[src/irie_pkg.sv]
// Package for the infrared interrupt enable and identification block.
package irie_pkg;
   // Register indices and byte addresses; a byte address is four times its index.
   localparam logic [7:0] IDX_SOURCE = 8'h02;
   localparam logic [7:0] IDX_ENABLE = 8'h01;
   localparam logic [7:0] ADDR_ENABLE = 8'h04;
   localparam logic [7:0] ADDR_SOURCE = 8'h08;
   localparam logic [7:0] ADDR_FIFO_CTRL = 8'h10;
   localparam logic [7:0] ADDR_MODE = 8'h14;
   localparam logic [7:0] ADDR_STATUS = 8'h18;
   localparam logic [7:0] ADDR_MASK = 8'h1c;
   // Bit positions.
   localparam int B_RX_THR = 0;
   localparam int B_TX_THR = 1;
   localparam int B_LAST_READ = 2;
   localparam int B_OVERRUN = 3;
   localparam int B_SF_THR = 4;
   localparam int B_UNDERRUN = 5;
   localparam int B_COUNT_DONE = 6;
   localparam int B_EOF = 7;
   localparam int B_TIMEOUT = 2;
   localparam int B_DMA_SEL = 3;
   // Reset values.
   localparam logic [7:0] SOURCE_PIO_RESET = 8'h02;
   localparam logic [7:0] ZERO8 = 8'h00;
   // Enable bits that consumer mode honours; the others are forced off there.
   localparam logic [7:0] CONSUMER_MASK = 8'h2b;
   localparam logic [1:0] RESP_OKAY = 2'h0;
   localparam logic [1:0] RESP_SLVERR = 2'h2;
   // Time-out: 1 ms at 10 MHz.
   localparam int CLK_HZ = 10000000;
   localparam int TIMEOUT_US = 1000;
   localparam int TIMEOUT_CYCLES = (CLK_HZ / 1000000) * TIMEOUT_US;
   typedef enum logic [1:0] {MODE_CONSUMER, MODE_FAST} irie_mode_t;
   // Event inputs from the FIFO and framing logic.
   typedef struct packed {
      logic rx_at_thr;
      logic tx_below_thr;
      logic last_byte_read;
      logic rx_overrun;
      logic overrun_serviced;
      logic tx_underrun;
      logic underrun_serviced;
      logic eof_detected;
      logic frame_received;
      logic sf_at_thr;
      logic sf_read;
      logic transfer_count_done;
   } irie_ev_t;
endpackage

[src/irie_top.sv]
// Interrupt enable and identification logic with an AXI4-Lite register slave.
//
// Register access over AXI4-Lite is this design's own decision.
`timescale 1ns/1ps
`default_nettype none
module irie_top #(
   parameter int TIMEOUT_COUNT = irie_pkg::TIMEOUT_CYCLES
)
(
   // Clock and reset.
   input wire logic clk,
   input wire logic rst,
   // AXI4-Lite slave.
   input wire logic [7:0] s_axi_awaddr,
   input wire logic s_axi_awvalid,
   output logic s_axi_awready,
   input wire logic [31:0] s_axi_wdata,
   input wire logic [3:0] s_axi_wstrb,
   input wire logic s_axi_wvalid,
   output logic s_axi_wready,
   output logic [1:0] s_axi_bresp,
   output logic s_axi_bvalid,
   input wire logic s_axi_bready,
   input wire logic [7:0] s_axi_araddr,
   input wire logic s_axi_arvalid,
   output logic s_axi_arready,
   output logic [31:0] s_axi_rdata,
   output logic [1:0] s_axi_rresp,
   output logic s_axi_rvalid,
   input wire logic s_axi_rready,
   // Events from the FIFO and framing logic.
   input wire irie_pkg::irie_ev_t ev,
   // Outputs.
   output logic rx_hold,
   output logic irq_ident,
   output logic irq
);
   ////////////////////////////////////////////////////////////////////////////
   logic [7:0] interrupt_enable_reg;
   logic [7:0] fifo_control_reg;
   logic consumer_mode;
   logic [7:0] status;
   logic [7:0] mask;
   logic last_read, overrun, underrun, eof_flag, sf_timeout, count_done_flag, sf_thr_flag;
   logic [$clog2(TIMEOUT_COUNT+1)-1:0] gap_cnt;
   logic gap_run;
   logic aw_held, w_held;
   logic [7:0] aw_addr;
   logic [31:0] w_data;
   logic [3:0] w_strb;

   ////////////////////////////////////////////////////////////////////////////
   // Write channel: address and data captured in either order.
   // Only byte lane 0 holds a register; a write without it is answered but changes nothing.
   wire aw_take = s_axi_awvalid && s_axi_awready;
   wire w_take = s_axi_wvalid && s_axi_wready;
   wire aw_have = aw_held || aw_take;
   wire w_have = w_held || w_take;
   wire [7:0] wr_addr = aw_held ? aw_addr : s_axi_awaddr;
   wire [31:0] wr_data = w_held ? w_data : s_axi_wdata;
   wire wr_lane0 = w_held ? w_strb[0] : s_axi_wstrb[0];
   wire do_write = aw_have && w_have && !s_axi_bvalid;
   wire wr_en = do_write && wr_lane0;
   wire wr_enable = wr_en && (wr_addr == irie_pkg::ADDR_ENABLE);
   wire wr_fifo_ctrl = wr_en && (wr_addr == irie_pkg::ADDR_FIFO_CTRL);
   wire wr_mode = wr_en && (wr_addr == irie_pkg::ADDR_MODE);
   wire wr_status = wr_en && (wr_addr == irie_pkg::ADDR_STATUS);
   wire wr_mask = wr_en && (wr_addr == irie_pkg::ADDR_MASK);
   wire wr_known = (wr_addr == irie_pkg::ADDR_ENABLE) || (wr_addr == irie_pkg::ADDR_FIFO_CTRL)
      || (wr_addr == irie_pkg::ADDR_MODE) || (wr_addr == irie_pkg::ADDR_STATUS)
      || (wr_addr == irie_pkg::ADDR_MASK) || (wr_addr == irie_pkg::ADDR_SOURCE);

   always_ff @(posedge clk)
   begin
      if (rst)
      begin
         aw_held <= 1'b0;
         w_held <= 1'b0;
         aw_addr <= irie_pkg::ZERO8;
         w_data <= 32'h0;
         w_strb <= 4'h0;
         s_axi_bvalid <= 1'b0;
         s_axi_bresp <= irie_pkg::RESP_OKAY;
      end
      else
      begin
         if (aw_take)
            aw_addr <= s_axi_awaddr;
         if (w_take)
         begin
            w_data <= s_axi_wdata;
            w_strb <= s_axi_wstrb;
         end
         aw_held <= do_write ? 1'b0 : aw_have;
         w_held <= do_write ? 1'b0 : w_have;
         // The response stays up until the master takes it; new requests wait behind it.
         if (do_write)
         begin
            s_axi_bvalid <= 1'b1;
            s_axi_bresp <= wr_known ? irie_pkg::RESP_OKAY : irie_pkg::RESP_SLVERR;
         end
         else if (s_axi_bready)
            s_axi_bvalid <= 1'b0;
      end
   end

   // Ready is a register that shows what the held and response flags become at this edge, so it
   // always agrees with them and no handshake is taken twice.
   wire next_aw_held = do_write ? 1'b0 : aw_have;
   wire next_w_held = do_write ? 1'b0 : w_have;
   wire next_bvalid = do_write || (s_axi_bvalid && !s_axi_bready);

   always_ff @(posedge clk)
   begin
      if (rst)
      begin
         s_axi_awready <= 1'b1;
         s_axi_wready <= 1'b1;
      end
      else
      begin
         s_axi_awready <= !next_aw_held && !next_bvalid;
         s_axi_wready <= !next_w_held && !next_bvalid;
      end
   end

   ////////////////////////////////////////////////////////////////////////////
   // Control registers.
   wire dma_mode = fifo_control_reg[irie_pkg::B_DMA_SEL];

   always_ff @(posedge clk)
   begin
      if (rst)
      begin
         interrupt_enable_reg <= irie_pkg::ZERO8;
         fifo_control_reg <= irie_pkg::ZERO8;
         consumer_mode <= 1'b0;
         mask <= irie_pkg::ZERO8;
      end
      else
      begin
         if (wr_enable)
            interrupt_enable_reg <= wr_data[7:0];
         if (wr_fifo_ctrl)
            fifo_control_reg <= wr_data[7:0];
         // Consumer-remote operation overrides both fast layouts for irq_ident while it is selected; source reads still see the fast layout.
         if (wr_mode)
            consumer_mode <= wr_data[0];
         if (wr_mask)
            mask <= wr_data[7:0];
      end
   end

   ////////////////////////////////////////////////////////////////////////////
   // Read channel and identification layouts.
   wire rd_take = s_axi_arvalid && s_axi_arready;
   wire rd_source = rd_take && (s_axi_araddr == irie_pkg::ADDR_SOURCE);

   wire [7:0] interrupt_source_pio_layout = {eof_flag, 1'b0, underrun, 1'b0, overrun, last_read,
      ev.tx_below_thr, ev.rx_at_thr};
   // The DMA layout is read-only; its status FIFO flags wait for a status FIFO read.
   wire [7:0] interrupt_source_reg = {1'b0, count_done_flag, underrun, sf_thr_flag, 1'b0, sf_timeout,
      2'b00};
   // Fast-mode reads see the layout that the DMA select bit picks.
   wire [7:0] source_view = dma_mode ? interrupt_source_reg : interrupt_source_pio_layout;

   // Consumer mode keeps only the documented enable bits and forces the others off.
   wire [7:0] en_eff = consumer_mode ? (interrupt_enable_reg & irie_pkg::CONSUMER_MASK)
      : interrupt_enable_reg;
   wire [7:0] cons_src = {2'b00, underrun, 1'b0, overrun, 1'b0, ev.tx_below_thr, ev.rx_at_thr};
   wire [7:0] active_src = consumer_mode ? cons_src : source_view;
   // Every interrupt source passes through its enable bit before it can reach irq_ident.
   wire any_pending = |(active_src & en_eff);

   // Sticky event bits for the status register.
   wire [7:0] ev_vec = {ev.eof_detected, ev.transfer_count_done, ev.tx_underrun, ev.sf_at_thr,
      ev.rx_overrun, sf_timeout, ev.tx_below_thr, ev.rx_at_thr};

   logic [31:0] rd_mux;
   always_comb
   begin
      case (s_axi_araddr)
         irie_pkg::ADDR_ENABLE: rd_mux = {24'h0, interrupt_enable_reg};
         irie_pkg::ADDR_SOURCE: rd_mux = {24'h0, source_view};
         irie_pkg::ADDR_FIFO_CTRL: rd_mux = {24'h0, fifo_control_reg};
         irie_pkg::ADDR_MODE: rd_mux = {31'h0, consumer_mode};
         irie_pkg::ADDR_STATUS: rd_mux = {24'h0, status};
         irie_pkg::ADDR_MASK: rd_mux = {24'h0, mask};
         default: rd_mux = 32'h0;
      endcase
   end
   // Unmapped addresses answer with an error and read back zero.
   wire rd_known = (s_axi_araddr == irie_pkg::ADDR_ENABLE) || (s_axi_araddr == irie_pkg::ADDR_SOURCE)
      || (s_axi_araddr == irie_pkg::ADDR_FIFO_CTRL) || (s_axi_araddr == irie_pkg::ADDR_MODE)
      || (s_axi_araddr == irie_pkg::ADDR_STATUS) || (s_axi_araddr == irie_pkg::ADDR_MASK);

   always_ff @(posedge clk)
   begin
      if (rst)
      begin
         s_axi_rvalid <= 1'b0;
         s_axi_rdata <= 32'h0;
         s_axi_rresp <= irie_pkg::RESP_OKAY;
         s_axi_arready <= 1'b1;
      end
      else if (rd_take)
      begin
         s_axi_rvalid <= 1'b1;
         s_axi_rdata <= rd_mux;
         s_axi_rresp <= rd_known ? irie_pkg::RESP_OKAY : irie_pkg::RESP_SLVERR;
         s_axi_arready <= 1'b0;
      end
      else if (s_axi_rready)
      begin
         s_axi_rvalid <= 1'b0;
         s_axi_arready <= 1'b1;
      end
   end

   ////////////////////////////////////////////////////////////////////////////
   // Pending flags; a set in the same cycle as a clear wins.
   // A time-out flags once per gap; a silent line does not flag again every millisecond.
   wire gap_hit = gap_run && (gap_cnt == ($clog2(TIMEOUT_COUNT+1))'(TIMEOUT_COUNT - 1));
   wire rd_pio = rd_source && !dma_mode;

   always_ff @(posedge clk)
   begin
      if (rst)
      begin
         last_read <= 1'b0;
         overrun <= 1'b0;
         underrun <= 1'b0;
         eof_flag <= 1'b0;
         sf_timeout <= 1'b0;
         count_done_flag <= 1'b0;
         sf_thr_flag <= 1'b0;
         gap_cnt <= '0;
         gap_run <= 1'b0;
      end
      else
      begin
         // Only a read in the programmed-I/O layout clears the frame flags.
         last_read <= ev.last_byte_read || (last_read && !rd_pio);
         eof_flag <= ev.eof_detected || (eof_flag && !rd_pio);
         overrun <= ev.rx_overrun || (overrun && !ev.overrun_serviced);
         underrun <= ev.tx_underrun || (underrun && !ev.underrun_serviced);
         sf_timeout <= gap_hit || (sf_timeout && !ev.sf_read);
         count_done_flag <= ev.transfer_count_done || (count_done_flag && !ev.sf_read);
         sf_thr_flag <= ev.sf_at_thr || (sf_thr_flag && !ev.sf_read);
         // Each received frame restarts the count, so the time-out measures the gap alone.
         if (ev.frame_received)
         begin
            gap_run <= 1'b1;
            gap_cnt <= '0;
         end
         else if (gap_hit)
            gap_run <= 1'b0;
         else if (gap_run)
            gap_cnt <= gap_cnt + 1'b1;
      end
   end

   ////////////////////////////////////////////////////////////////////////////
   // Sticky status, write one to clear, and outputs.
   wire [7:0] status_clr = wr_status ? wr_data[7:0] : irie_pkg::ZERO8;
   always_ff @(posedge clk)
   begin
      if (rst)
      begin
         status <= irie_pkg::ZERO8;
         rx_hold <= 1'b0;
         irq_ident <= 1'b0;
         irq <= 1'b0;
      end
      else
      begin
         status <= ev_vec | (status & ~status_clr);
         // The hold rises with the overrun flag itself, so no further byte slips in behind it.
         rx_hold <= ev.rx_overrun || (overrun && !ev.overrun_serviced);
         // The identification interrupt follows the active layout; irq follows status and mask.
         irq_ident <= any_pending;
         irq <= |(status & mask);
      end
   end
endmodule // irie_top
`default_nettype wire

[config.mk]
export PLATFORM = sky130hd
export DESIGN_NAME = irie_top
export DESIGN_NICKNAME = d
export VERILOG_FILES = /design/src/irie_pkg.sv /design/src/irie_top.sv
export SDC_FILE = /design/constraint.sdc
export NUM_CORES = 1
export LEC_CHECK = 0
export ABC_AREA = 1
export ABC_CLOCK_PERIOD_IN_PS = 3600
export CAP_MARGIN = 0
export CORE_MARGIN = 2
export CORE_UTILIZATION = 60
export CTS_CLUSTER_SIZE = 40
export DETAILED_ROUTE_END_ITERATION = 8
export DONT_BUFFER_PORTS = 1
export PLACE_DENSITY = 0.82
export SYNTH_ARGS = -nofsm -noshare
export SYNTH_HDL_FRONTEND = slang
export SYNTH_SLANG_ARGS = --single-unit
[constraint.sdc]
create_clock -name clk -period 3.6 [get_ports clk]
set_input_delay 0.18 -clock clk [delete_from_list [all_inputs] [get_ports clk]]
set_output_delay 0.18 -clock clk [all_outputs]
set_load 0.01 [all_outputs]
# [Yosys cells after proc, flatten, opt, wreduce, memory -nomap -nowiden]
# Cells that the tools add are included.
[word_totals] reg_bits=117 elab_cells=130 input_bits=71
[classes] eq_ne=13 muxes=20 reduce_logical=61 bitwise=6 addsub=1
[ops] cell="8-bit by 5-bit == test with 1-bit output, second input constant" n=8
[ops] cell="8-bit two-way mux" n=6
[ops] cell="8-bit case mux with 6 select lines" n=1
[ops] cell="8-bit bitwise AND" n=3
[ops] cell="1-bit logical AND" n=24
[ops] cell="1-bit logical OR" n=20
[ops] cell="8-bit by 3-bit == test with 1-bit output, second input constant" n=2
[ops] cell="8-bit by 4-bit == test with 1-bit output, second input constant" n=2
[ops] cell="8-bit OR reduction" n=2
[ops] cell="14-bit by 1-bit adder with 14-bit output, second input constant" n=1
[ops] cell="14-bit == test, second input constant" n=1
[ops] cell="1-bit two-way mux" n=11
[ops] cell="1-bit logical NOT" n=10
[ops] cell="8-bit NOT" n=1
[ops] cell="8-bit bitwise OR" n=1
[ops] cell="2-bit nonzero test" n=3
[ops] cell="2-bit two-way mux" n=2
[ops] cell="2-bit AND reduction" n=1
[ops] cell="2-bit OR reduction" n=1
[ops] cell="1-bit NOT" n=1

# [Longest topological paths before layout]
# Gate-level depths: netlist (run 1).
[logic_depth] depth_word=10 ltp_mapped=12

# [Worst setup path after synthesis (run 1)]
# OpenSTA, ideal clock, no wires.
[synth_timing] path_kind="reg2reg" startpoint="reg aw_held" endpoint="reg interrupt_enable_reg[5]" arrival_ps=1296 n_path_buf=1 setup_ps=113 path_slack_ps=2191 required_time_ps=3487 path_stages_with_launch=12 cell_sequence="dfxtp_1 > inv_2 > nand2_1 > nand2_1 > nand2_1 > inv_1 > nand3_2 > nor2_4 > buf_6 > nand2_1 > nand2_1 > nor2_1"
[synth_between] elab_chain_cells=5 elab_cells_between_ends=7 cone_classes="eq/ne: 1; mux: 1; reduce/logical: 5"
[synth_rtl] element="start: declaration" line_no="irie_top.sv:47" source="logic aw_held, w_held;"
[synth_rtl] element="start signal: assignment" line_no="irie_top.sv:94" source="aw_held <= do_write ? 1'b0 : aw_have;"
[synth_rtl] element="parallel branches: the longest is 4 deep, another holds 8-bit two-way mux"
[synth_rtl] element="1-bit logical AND (*)" line_no="irie_top.sv:64" source="wire wr_enable = wr_en && (wr_addr == irie_pkg::ADDR_ENABLE);"
[synth_rtl] element="end signal: assignment" line_no="irie_top.sv:135" source="interrupt_enable_reg <= irie_pkg::ZERO8;"
[synth_rtl] element="end signal: assignment" line_no="irie_top.sv:143" source="interrupt_enable_reg <= wr_data[7:0];"
[synth_rtl] element="end: declaration" line_no="irie_top.sv:39" source="logic [7:0] interrupt_enable_reg;"
# Every way passes the cells marked *.
# A chain may end at the register's enable or synchronous reset.

# [Worst setup path after layout (run 1)]
[layout_timing] startpoint="reg w_held" endpoint="reg fifo_control_reg[5]"
[layout_between] elab_chain_cells=5 elab_cells_between_ends=7 cone_classes="mux: 2; reduce/logical: 5"
[layout_rtl] element="start: declaration" line_no="irie_top.sv:47"
[layout_rtl] element="start signal: assignment" line_no="irie_top.sv:95" source="w_held <= do_write ? 1'b0 : w_have;"
[layout_rtl] element="1-bit logical OR" line_no="irie_top.sv:58" source="wire w_have = w_held || w_take;"
[layout_rtl] element="1-bit logical AND (2 in series)" line_no="irie_top.sv:62" source="wire do_write = aw_have && w_have && !s_axi_bvalid;"
[layout_rtl] element="1-bit logical AND" line_no="irie_top.sv:63" source="wire wr_en = do_write && wr_lane0;"
[layout_rtl] element="1-bit logical AND" line_no="irie_top.sv:65" source="wire wr_fifo_ctrl = wr_en && (wr_addr == irie_pkg::ADDR_FIFO_CTRL);"
[layout_rtl] element="end signal: assignment" line_no="irie_top.sv:136" source="fifo_control_reg <= irie_pkg::ZERO8;"
[layout_rtl] element="end signal: assignment" line_no="irie_top.sv:145" source="fifo_control_reg <= wr_data[7:0];"
[layout_rtl] element="end: declaration" line_no="irie_top.sv:40" source="logic [7:0] fifo_control_reg;"
# Parallel ways exist; a longest one is shown, timed or not.

==> results of run 1 <==
## cell families (layout without fill, tap and decap cells)
kind of cell	count (synthesis)	in the layout	synth area share
AO/OA/AOI/OAI	116	116	0.1364
XOR/XNOR	10	10	0.01902
adder cells (fa/ha/maj)	1	1	0.002717
buffers and inverters	123	116	0.1269
flip-flops	91	91	0.3957
other	1	26	0.0008144
AND/OR/NAND/NOR	339	339	0.3185
## metrics by stage
| stage | hold slack [ps] | instance area (µm²) | power [mW] | instances | util |
|---|---|---|---|---|---|
| floorplan | 297.4 | 4698 | 1.420 | 706 | - |
| global placement | 255.4 | 4546 | 1.446 | 760 | 0.6201 |
| detailed placement | 257.4 | 4546 | 1.459 | 760 | 0.6201 |
| CTS | 0.07114 | 4966 | 2.212 | 797 | 0.6774 |
| global route | 4.464 | 4976 | 2.312 | 798 | 0.6788 |
| finish | 5.484 | 4976 | 2.203 | 798 | 0.6788 |
## final cells by class
class                           count  area share
Multi-Input combinational cell    492      0.4606
Sequential cell                    91      0.3661
Inverter                           74     0.05582
Timing Repair Buffer               26     0.05029
Clock buffer                       12     0.02716
Tap cell                           99     0.02489
Clock inverter                      4     0.01509
## power by group through the flow
stage / registers [mW] / clock network, mW / logic (mW)
2_1_floorplan: 1.13 / 0 / 0.290
3_3_place_gp: 1.14 / 0 / 0.302
3_5_place_dp: 1.15 / 0 / 0.313
4_1_cts: 1.12 / 0.749 / 0.339
5_1_grt: 1.13 / 0.788 / 0.392
6_report: 1.12 / 0.736 / 0.343
## critical path: cells and delay by family, from the launching register on
| family | cells | cell delay (ps) |
|---|---|---|
| and+or+nand+nor | 5 | 980 |
| buffers and inverters | 1 | 230 |
| AOI/OAI and AO/OA | 1 | 290 |
| DFF | 1 | 580 |
## placed cells by master (no fill, tap or decap), types with 2 or more instances in the layout
cell                            instances
sky130_fd_sc_hd__nand4_1                2
sky130_fd_sc_hd__a21oi_1               45
sky130_fd_sc_hd__inv_2                  3
sky130_fd_sc_hd__clkinv_1               2
sky130_fd_sc_hd__nor2_4                 3
sky130_fd_sc_hd__clkinvlp_4             2
sky130_fd_sc_hd__o21ai_1                8
sky130_fd_sc_hd__conb_1                26
sky130_fd_sc_hd__nor2_1               109
sky130_fd_sc_hd__or2_2                  8
sky130_fd_sc_hd__nand3_4                2
sky130_fd_sc_hd__nand2_1              134
sky130_fd_sc_hd__dfxtp_1               91
sky130_fd_sc_hd__nand2_2                4
sky130_fd_sc_hd__buf_4                  4
sky130_fd_sc_hd__xor2_1                 7
sky130_fd_sc_hd__clkbuf_1               3
sky130_fd_sc_hd__o21ai_0               47
sky130_fd_sc_hd__o21a_1                 7
sky130_fd_sc_hd__clkbuf_8               9
sky130_fd_sc_hd__inv_1                 69
sky130_fd_sc_hd__bufinv_16              2
sky130_fd_sc_hd__dlygate4sd3_1         22
sky130_fd_sc_hd__xnor2_1                3
sky130_fd_sc_hd__nor2_2                 2
sky130_fd_sc_hd__nand3_1               72
## path summary, 6_finish.rpt
| kind | startpoint | end | slack [ps] | depth (start not counted) |
|---|---|---|---|---|
| worst max-delay path | w_held$_SDFF_PP0_ | fifo_control_reg[5]$_SDFFE_PP0P_ | 1410 | 7 |
| worst min-delay path | s_axi_wdata[0] | w_data[0]$_SDFFE_PP0P_ | 5 | 2 |
| worst max register to register | w_held$_SDFF_PP0_ | fifo_control_reg[5]$_SDFFE_PP0P_ | 1410 | 7 |
| worst min register to register | aw_addr[2]$_SDFFE_PP0P_ | aw_addr[2]$_SDFFE_PP0P_ | 460 | 2 |
## layer usage
layer / GRT usage / up-vias / routed length, µm
met1: 0.3325 / 1957 / 4577
met3: 0.05311 / 23 / 641
li1: - / 2146 / -
met2: 0.4222 / 138 / 5076
met4: 0.1124 / 0 / 279
met5: 0 / - / 0
## repair_timing
item / 4_1_cts / 5_1_grt
hold buffers: 21 / 1
endpoints found under the hold margin: 41 / 1
gates resized for setup: 0 / 0
==> metrics, run 1 <==
run status=complete, no violations; area of combinational cells with multiple inputs=2292 µm²; ratio of cells with drive above 1 in the final layout=0.06152; clock insertion delay at the later pin of the skew report=360 ps; number of DRC markers after the initial detailed-route iteration=229; crit share post-route=0.6082; net switching power figure=629.8 µW; overall die width=91.60 µm; clock slew at reported path FFs=80 ps; residual DRC count=0; Final nets=766; core area=7331 µm²; P per Cell Area=442.7 nW/µm²; count of buffers added by post-CTS timing repair for setup=0; number of different library cells in the post-synthesis netlist=38; post-synthesis cell count=681; VDD IR-drop max=0.0003581 V; max reg flops=14; buffer depth of the longest clock path=2; CP Capture Type=register; leakage component of the power=2.069 nW; pin count of the biggest net entering global routing=43; Hold Violations, Final=0; largest register by flop count=gap_cnt; half-perimeter wire length of the detailed placement result=7429 µm; Global Route Usage Sum=0.2595; TritonCTS Sinks=91; final RePlAce weighted congestion=0.8855; switching part of the total=0.2859; TritonCTS Buffers=9; register cell area after layout=1822 µm²; RSZ-0062 raised after global routing=false; normalized max-slew margin=0.2405; CP dominant cell by count=sky130_fd_sc_hd__nand2_1; CTS HTree Levels=3; internal power=1.573 mW; Cell Rows=31; chip height=91.60 µm; Post-Route Setup TNS=0 ps; number of max-slew violations in the final report=0; Final setup violation count=0; final worst slack=1410 ps; combinational power share=0.156; area added between synthesis and finish=8.071%; Initial DRT Pass Iterations=5; Antenna Diode Count=0; clock root buffer master=sky130_fd_sc_hd__clkbuf_8; number of port buffers=0; vias in the first global route=3824; top cell types by occurrence after synthesis=134 x sky130_fd_sc_hd__nand2_1, 109 x sky130_fd_sc_hd__nor2_1, 91 x sky130_fd_sc_hd__dfxtp_1; dominant cell by count in the synthesized netlist=sky130_fd_sc_hd__nand2_1; area fraction of the dominant cell type after synthesis=0.3957; Sequential Power Share=0.510; I/O Pins=115; Avg Inst Size Synth=6.761 µm²; required time of the critical path=3850 ps; flop and latch count out of synthesis=91; Vias/cell=5.343; Worst path max stage delay=580 ps; Avg WL per Cell=13.25 µm; global-route wire length before repair=17640 µm; Achievable Freq=456.7 MHz; highest-delay cell along the critical path=sky130_fd_sc_hd__dfxtp_1; ordered cell list for the critical path=inv_1 -> nand2_1 -> nand3_4 -> nor2_4 -> nand2_1 -> o21ai_0 -> nor2_1; antenna violations before repair=0; top cells by area, synth=sky130_fd_sc_hd__dfxtp_1 40%, sky130_fd_sc_hd__nand2_1 11%, sky130_fd_sc_hd__nor2_1 8.9%; maximum fanout encountered on the critical timing path=13; critical path data arrival time=2430 ps; sequential share of the synthesized area=0.3957; Worst-Margin Slew=1135 ps; clock tree from TritonCTS=built; routed wire length=10580 µm; worst-case clock skew=4.765 ps; Worst Path Class, Setup=register to register; filler cell count=627; number of vias in the routed layout=4264; top flip-flop cell by instance count after synthesis=sky130_fd_sc_hd__dfxtp_1; total standard cell area after synthesis=4604 µm²; antenna-violating nets left=0; Total Die Area=8391 µm²; element type at the critical path start=register; global route overflow=0; number of flops mapped to enable cells by yosys=0; worst min path class=input port to register; clock network fraction of total power=0.334; post-place setup slack=1496 ps; initial core utilization=0.6281; asr flop ratio synth=0; fin crit period=2190 ps; Maximum Capacitance Violations=0; warning count from the yosys run=0; cell taking the most area after synthesis=sky130_fd_sc_hd__dfxtp_1
Power figures use the tool's default switching activity.
==> run 2: changes to the inputs <==
==> config.mk (replaced) <==
export PLATFORM = sky130hd
export DESIGN_NAME = irie_top
export DESIGN_NICKNAME = d
export VERILOG_FILES = /design/src/irie_pkg.sv /design/src/irie_top.sv
export SDC_FILE = /design/constraint.sdc
export NUM_CORES = 1
export LEC_CHECK = 0
export ABC_AREA = 0
export ABC_CLOCK_PERIOD_IN_PS = 2000
export CAP_MARGIN = 0
export CORE_MARGIN = 2
export CORE_UTILIZATION = 57
export CTS_CLUSTER_SIZE = 40
export DETAILED_ROUTE_END_ITERATION = 8
export DONT_BUFFER_PORTS = 1
export PLACE_DENSITY = 0.81
export SYNTH_ARGS = -nofsm -noshare
export SYNTH_HDL_FRONTEND = slang
export SYNTH_SLANG_ARGS = --single-unit
==> constraint.sdc (replaced) <==
create_clock -name clk -period 2 [get_ports clk]
set_input_delay 0.1 -clock clk [delete_from_list [all_inputs] [get_ports clk]]
set_output_delay 0.1 -clock clk [all_outputs]
set_load 0.01 [all_outputs]
==> run 2 against run 1 <==
Area after synthesis is 6.1% lower. Non-clock buffer count is 18 higher. Critical path depth is 1 lower.
==> metrics, run 2 <==
CP Capture Type=register; max reg flops=14 (unchanged); number of flops mapped to enable cells by yosys=0 (unchanged); Avg Inst Size Synth=8.541 µm² (+26%); filler cell count=593 (-5.4%); sequential share of the synthesized area=0.4215 (+0.02589); maximum fanout encountered on the critical timing path=13 (unchanged); reg2reg start=aw_addr[7]$_SDFFE_PP0P_; residual DRC count=0 (unchanged); Total Die Area=8295 µm² (-1.1%); critical path startpoint=aw_addr[7]$_SDFFE_PP0P_; highest-delay cell along the critical path=sky130_fd_sc_hd__nor3_4; Global Route Usage Sum=0.2626 (+0.003133); normalized max-slew margin=0.4542 (+0.2137); ratio of cells with drive above 1 in the final layout=0.07394 (+0.01242); CTS HTree Levels=3 (unchanged); flop and latch count out of synthesis=91 (unchanged); top cells by area, synth=sky130_fd_sc_hd__dfxtp_1 42%, sky130_fd_sc_hd__nor2_1 5.7%, sky130_fd_sc_hd__a21oi_1 5.1%; element type at the critical path start=register; Vias/cell=5.889 (+10%); number of vias in the routed layout=3769 (-12%); TritonCTS Buffers=9 (unchanged); clock insertion delay at the later pin of the skew report=370 ps (about the same); dominant cell by count in the synthesized netlist=sky130_fd_sc_hd__dfxtp_1; RSZ-0062 raised after global routing=true; required time of the critical path=2290 ps (-1560 ps); half-perimeter wire length of the detailed placement result=7043 µm (-5.2%); Maximum Capacitance Violations=0 (unchanged); area added between synthesis and finish=12.36%; Cell Rows=31 (unchanged); Avg WL per Cell=16.31 µm (+23%); critical path data arrival time=2190 ps (-240 ps); number of DRC markers after the initial detailed-route iteration=231 (+0.87%); run status=complete, no violations; PnR Total Power=3.549 mW (+61%); number of max-slew violations in the final report=0 (unchanged); antenna-violating nets left=0 (unchanged); antenna violations before repair=0 (unchanged); Worst path max stage delay=470 ps (-110 ps); commonest non-fill, non-tap cell in the layout=sky130_fd_sc_hd__dfxtp_1; fin crit period=1903 ps (-286.8 ps); Placed Instance Area=4275 µm² (-5.9%); clock root buffer master=sky130_fd_sc_hd__clkbuf_8; clock tree from TritonCTS=built; asr flop ratio synth=0 (unchanged); leakage component of the power=1.710 nW (-17%); top flip-flop cell by instance count after synthesis=sky130_fd_sc_hd__dfxtp_1; Worst-Margin Slew=814.8 ps (-320.6 ps); chip height=91.08 µm (-0.57%); Antenna Diode Count=0 (unchanged); largest register by flop count=gap_cnt; Worst Hold Launch=s_axi_araddr[4]; P per Cell Area=730.9 nW/µm² (+65%); post-place setup slack=126.8 ps (-1370 ps); top cell types by occurrence after synthesis=91 x sky130_fd_sc_hd__dfxtp_1, 66 x sky130_fd_sc_hd__nor2_1, 58 x sky130_fd_sc_hd__nand2_1; Initial DRT Pass Iterations=5 (unchanged); overall die width=91.08 µm (-0.57%); buffer depth of the longest clock path=2 (unchanged); global route overflow=0 (unchanged); I/O Pins=115 (unchanged); final RePlAce weighted congestion=0.9358 (+5.7%); number of different library cells in the post-synthesis netlist=57 (+50%); Final setup violation count=0 (unchanged); final worst slack=97.24 ps (-1313 ps); summed area of non-filler cells in the final layout=4856 µm² (-2.4%); area fraction of the dominant cell type after synthesis=0.4215 (+0.02589); worst min path class=input port to register; global-route wire length before repair=17470 µm (-0.98%); TritonCTS Sinks=91 (unchanged); VDD IR-drop max=0.0005695 V (+59%); cell taking the most area after synthesis=sky130_fd_sc_hd__dfxtp_1; crit share post-route=0.9514 (+0.3432); warning count from the yosys run=0 (unchanged); commonest non-fill, non-tap cells in the layout=90 x sky130_fd_sc_hd__dfxtp_1, 66 x sky130_fd_sc_hd__nor2_1, 58 x sky130_fd_sc_hd__nand2_1; Achievable Freq=525.6 MHz (+15%); post-synthesis cell count=506 (-26%); routed wire length=10440 µm (-1.3%); Post-Route Setup TNS=0 ps (unchanged); ordered cell list for the critical path=nor4_4 -> a32oi_4 -> nor3_4 -> buf_4 -> nor2_1 -> a211oi_1; core utilization of the finished layout=0.6659 (-0.01286); total standard cell area after synthesis=4322 µm² (-6.1%); initial core utilization=0.5927 (-0.03544); clock slew at reported path FFs=90 ps (about the same); core area=7292 µm² (-0.53%); pin count of the biggest net entering global routing=75 (+74%); vias in the first global route=3638 (-4.9%); Worst Path Class, Setup=register to register; Hold Violations, Final=0 (unchanged); worst-case clock skew=9.433 ps (+4.668 ps); Final nets=608 (-21%); number of port buffers=0 (unchanged)
## run 2: worst paths after layout
path                                 end  slack, ps  depth (start not counted)
min          s_axi_rdata[2]$_SDFFE_PP0P_         20                          3
max                 mask[7]$_SDFFE_PP0P_        100                          6
max reg2reg         mask[7]$_SDFFE_PP0P_        100                          6
min reg2reg       w_data[1]$_SDFFE_PP0P_        460                          2
## run 2: layer usage
layer,up-vias,GRT usage,routed length (µm)
li1,1825,-,-
met5,-,0,0
met2,156,0.4432,5100
met1,1773,0.3288,4422
met3,15,0.06390,762
met4,0,0.08838,151
## run 2: metrics by stage
step / hold WS (ps) / std cells
final: 18.68 / 640
after global routing: 63.19 / 640
after CTS: 23.41 / 638
after detailed placement: 179.0 / 586
after global placement: 176.9 / 586
after floorplan: 217.4 / 531
## run 2: cell families (layout without fill, tap and decap cells)
kind of cell	count (synthesis)	count (layout)	share of synthesized area
XOR/XNOR	12	12	0.02432
AND/OR/NAND/NOR	210	210	0.2496
adder cells (fa/ha/maj)	1	1	0.002895
multiplexers	12	12	0.02837
flip-flops	91	91	0.4215
AO/OA/AOI/OAI	121	121	0.1940
buffers and inverters	58	68	0.07846
other	1	26	0.0008677
## run 2: power breakdown
| part | switching [mW] | internal, mW | total (mW) | leakage, nW |
|---|---|---|---|---|
| sequential | 0.0719 | 1.87 | 1.95 | 0.743 |
| clock | 0.669 | 0.522 | 1.19 | 0.0957 |
| combinational | 0.241 | 0.171 | 0.412 | 0.872 |
## run 2: what timing repair did
item,4_1_cts,5_1_grt
setup buffers,0,2
hold endpoints to repair,77,0
endpoints found under the setup margin,0,5
gates resized for setup,0,1
hold buffers,36,0
## run 2: layout make-up
type	instances	area, µm²	area share
Tap cell	99	123.9	0.02551
Clock inverter	5	35.03	0.007215
Timing Repair Buffer	44	437.9	0.09018
Clock buffer	11	151.4	0.03118
Sequential cell	91	1823	0.3754
Multi-Input combinational cell	382	2255	0.4643
Inverter	8	30.03	0.006184
## run 2: worst max-delay path, delay by kind of cell, from the launching register on
| kind | cells | cell delay (ps) |
|---|---|---|
| AOI/OAI and AO/OA | 2 | 420 |
| buffers and inverters | 1 | 210 |
| DFF | 1 | 340 |
| and+or+nand+nor | 3 | 860 |
==> run 3: changes to the inputs <==
--- a/config.mk
+++ b/config.mk
@@ -7,13 +7,13 @@
 export LEC_CHECK = 0
 export ABC_AREA = 0
 export ABC_CLOCK_PERIOD_IN_PS = 2000
-export CAP_MARGIN = 0
+export BUFFER_PORTS_ARGS = -buffer_cell sky130_fd_sc_hd__buf_2
 export CORE_MARGIN = 2
-export CORE_UTILIZATION = 57
+export CORE_UTILIZATION = 49
+export CTS_BUF_LIST = sky130_fd_sc_hd__clkbuf_4 sky130_fd_sc_hd__clkbuf_8
 export CTS_CLUSTER_SIZE = 40
 export DETAILED_ROUTE_END_ITERATION = 8
-export DONT_BUFFER_PORTS = 1
-export PLACE_DENSITY = 0.81
+export PLACE_DENSITY = 0.84
 export SYNTH_ARGS = -nofsm -noshare
 export SYNTH_HDL_FRONTEND = slang
 export SYNTH_SLANG_ARGS = --single-unit
==> run 3 against run 2 <==
Worst setup slack improved by 44 ps. Critical path depth fell by 1. Sequential share of layout area fell by 1.7 points. Combinational power rose by 15%. First-iteration DRC count rose by 0.43%. Count of clock-buffer cells in the layout fell by 1. Critical path type unchanged. Clock skew fell by 2.9 ps. Largest power group unchanged. Cell count rose by 8.8%. Power rose by 7.1%. Die area rose by 16%. Clock power rose by 17%. Utilization fell by 7.7 points.
==> metrics, run 3 (synthesis results as in run 2) <==
normalized max-slew margin=0.4714 (+0.01721); clock tree from TritonCTS=built; residual DRC count=0 (unchanged); RSZ-0062 raised after global routing=false; VDD IR-drop max=0.0004882 V (-14%); antenna violations before repair=0 (unchanged); core area=8636 µm² (+18%); Final setup violation count=0 (unchanged); commonest non-fill, non-tap cells in the layout=91 x sky130_fd_sc_hd__dfxtp_1, 66 x sky130_fd_sc_hd__nor2_1, 61 x sky130_fd_sc_hd__buf_2; area added between synthesis and finish=17.63%; Cell Rows=34 (+9.7%); global-route wire length before repair=17610 µm (+0.79%); summed area of non-filler cells in the final layout=5084 µm² (+4.7%); I/O Pins=115 (unchanged); clock slew at reported path FFs=90 ps (about the same); TritonCTS Sinks=91 (unchanged); number of port buffers=61 (+61); Vias/cell=5.629 (-4.4%); CP Capture Type=register; Worst-Margin Slew=789.2 ps (-25.69 ps); commonest non-fill, non-tap cell in the layout=sky130_fd_sc_hd__dfxtp_1; clock root buffer master=sky130_fd_sc_hd__clkbuf_8; Initial DRT Pass Iterations=5 (unchanged); maximum fanout encountered on the critical timing path=8 (-5); crit share post-route=0.9292 (-0.02220); worst-case clock skew=6.533 ps (-2.901 ps); final worst slack=141.6 ps (+44.40 ps); final RePlAce weighted congestion=0.8957 (-4.3%); Antenna Diode Count=0 (unchanged); Placed Instance Area=4619 µm² (+8.0%); buffer depth of the longest clock path=2 (unchanged); P per Cell Area=747.8 nW/µm² (+2.3%); post-place setup slack=111.5 ps (-15.36 ps); fin crit period=1858 ps (-44.40 ps); pin count of the biggest net entering global routing=58 (-23%); Maximum Capacitance Violations=0 (unchanged); vias in the first global route=3700 (+1.7%); chip height=97.92 µm (+7.5%); element type at the critical path start=register; max reg flops=14 (unchanged); worst hold slack after final layout=23.43 ps (+4.758 ps); antenna-violating nets left=0 (unchanged); largest register by flop count=gap_cnt; Global Route Usage Sum=0.2230 (-0.03966); worst min path class=input port to register; leakage component of the power=1.930 nW (+13%); Avg WL per Cell=15.14 µm (-7.1%); number of vias in the routed layout=3918 (+4.0%); initial core utilization=0.5004 (-0.09222); CTS HTree Levels=3 (unchanged); core utilization of the finished layout=0.5887 (-0.07725); clock insertion delay at the later pin of the skew report=360 ps (about the same); Post-Route Setup TNS=0 ps (unchanged); Achievable Freq=538.1 MHz (+2.4%); required time of the critical path=2240 ps (-50 ps); overall die width=97.92 µm (+7.5%); number of DRC markers after the initial detailed-route iteration=232 (+0.43%); critical path data arrival time=2100 ps (-90 ps); half-perimeter wire length of the detailed placement result=7720 µm (+9.6%); TritonCTS Buffers=9 (unchanged); Hold Violations, Final=0 (unchanged); global route overflow=0 (unchanged); Final nets=655 (+7.7%); routed wire length=10540 µm (+0.98%); ratio of cells with drive above 1 in the final layout=0.1701 (+0.09613); Worst Path Class, Setup=register to register; number of max-slew violations in the final report=0 (unchanged); run status=complete, no violations; filler cell count=777 (+31%); Total Die Area=9587 µm² (+16%)
## run 3: changes by cell type in the layout (fill, tap and decap cells not counted), sizes merged
cell / previous run / this run
buf: 9 / 70
dlygate4sd3: 35 / 21
bufinv: 0 / 2
clkbuf: 11 / 10
clkinvlp: 1 / 0
## run 3: layer usage
metal,GRT usage,routed length (µm)
met2,0.3857,5157
met3,0.04796,673
met1,0.2804,4507
met4,0.06410,201
met5,0,0
## run 3: final cells by class
class                      instances  area (µm²)  area share
tap                              108       135.1     0.02658
sequential                        91        1822      0.3584
timing repair buffer              91       608.1      0.1196
clock inverter                     6       87.58     0.01723
multi-input combinational        382        2263      0.4452
clock buffer                      10       137.6     0.02707
inverter                           8       30.03    0.005907
## run 3: stage by stage
step	power, mW	instances
detailed placement	2.409	658
global route	3.953	696
CTS	3.819	695
global placement	2.388	658
floorplan	2.285	531
finish	3.802	696
## run 3: worst paths after layout
| check | startpoint | to | slack [ps] | cells after the start |
|---|---|---|---|---|
| max | aw_addr[7]$_SDFFE_PP0P_ | status[1]$_SDFF_PP0_ | 140 | 5 |
| min reg2reg | s_axi_rdata[4]$_SDFFE_PP0P_ | s_axi_rdata[4]$_SDFFE_PP0P_ | 450 | 2 |
| max reg2reg | aw_addr[7]$_SDFFE_PP0P_ | status[1]$_SDFF_PP0_ | 140 | 5 |
| min | ev[6] | underrun$_SDFF_PP0_ | 20 | 3 |
## run 3: where the power goes
group,internal [mW],switching [mW],leakage [nW]
clock network,0.741,0.654,0.117
registers,1.87,0.0617,0.742
logic,0.189,0.283,1.07
## run 3: timing repair
item,in CTS,in global routing
resized for setup,0,1
hold buffers,21,0
hold endpoints to repair,21,0
endpoints found under the setup margin,0,17
setup buffers,0,1
## run 3: critical path, stage by stage (launching register included)
cell and delay [ps]:
sky130_fd_sc_hd__dfxtp_1 350, sky130_fd_sc_hd__nor4_4 370, sky130_fd_sc_hd__a32oi_4 230, sky130_fd_sc_hd__or2_1 400, sky130_fd_sc_hd__nor4_1 310, sky130_fd_sc_hd__nor3_1 90
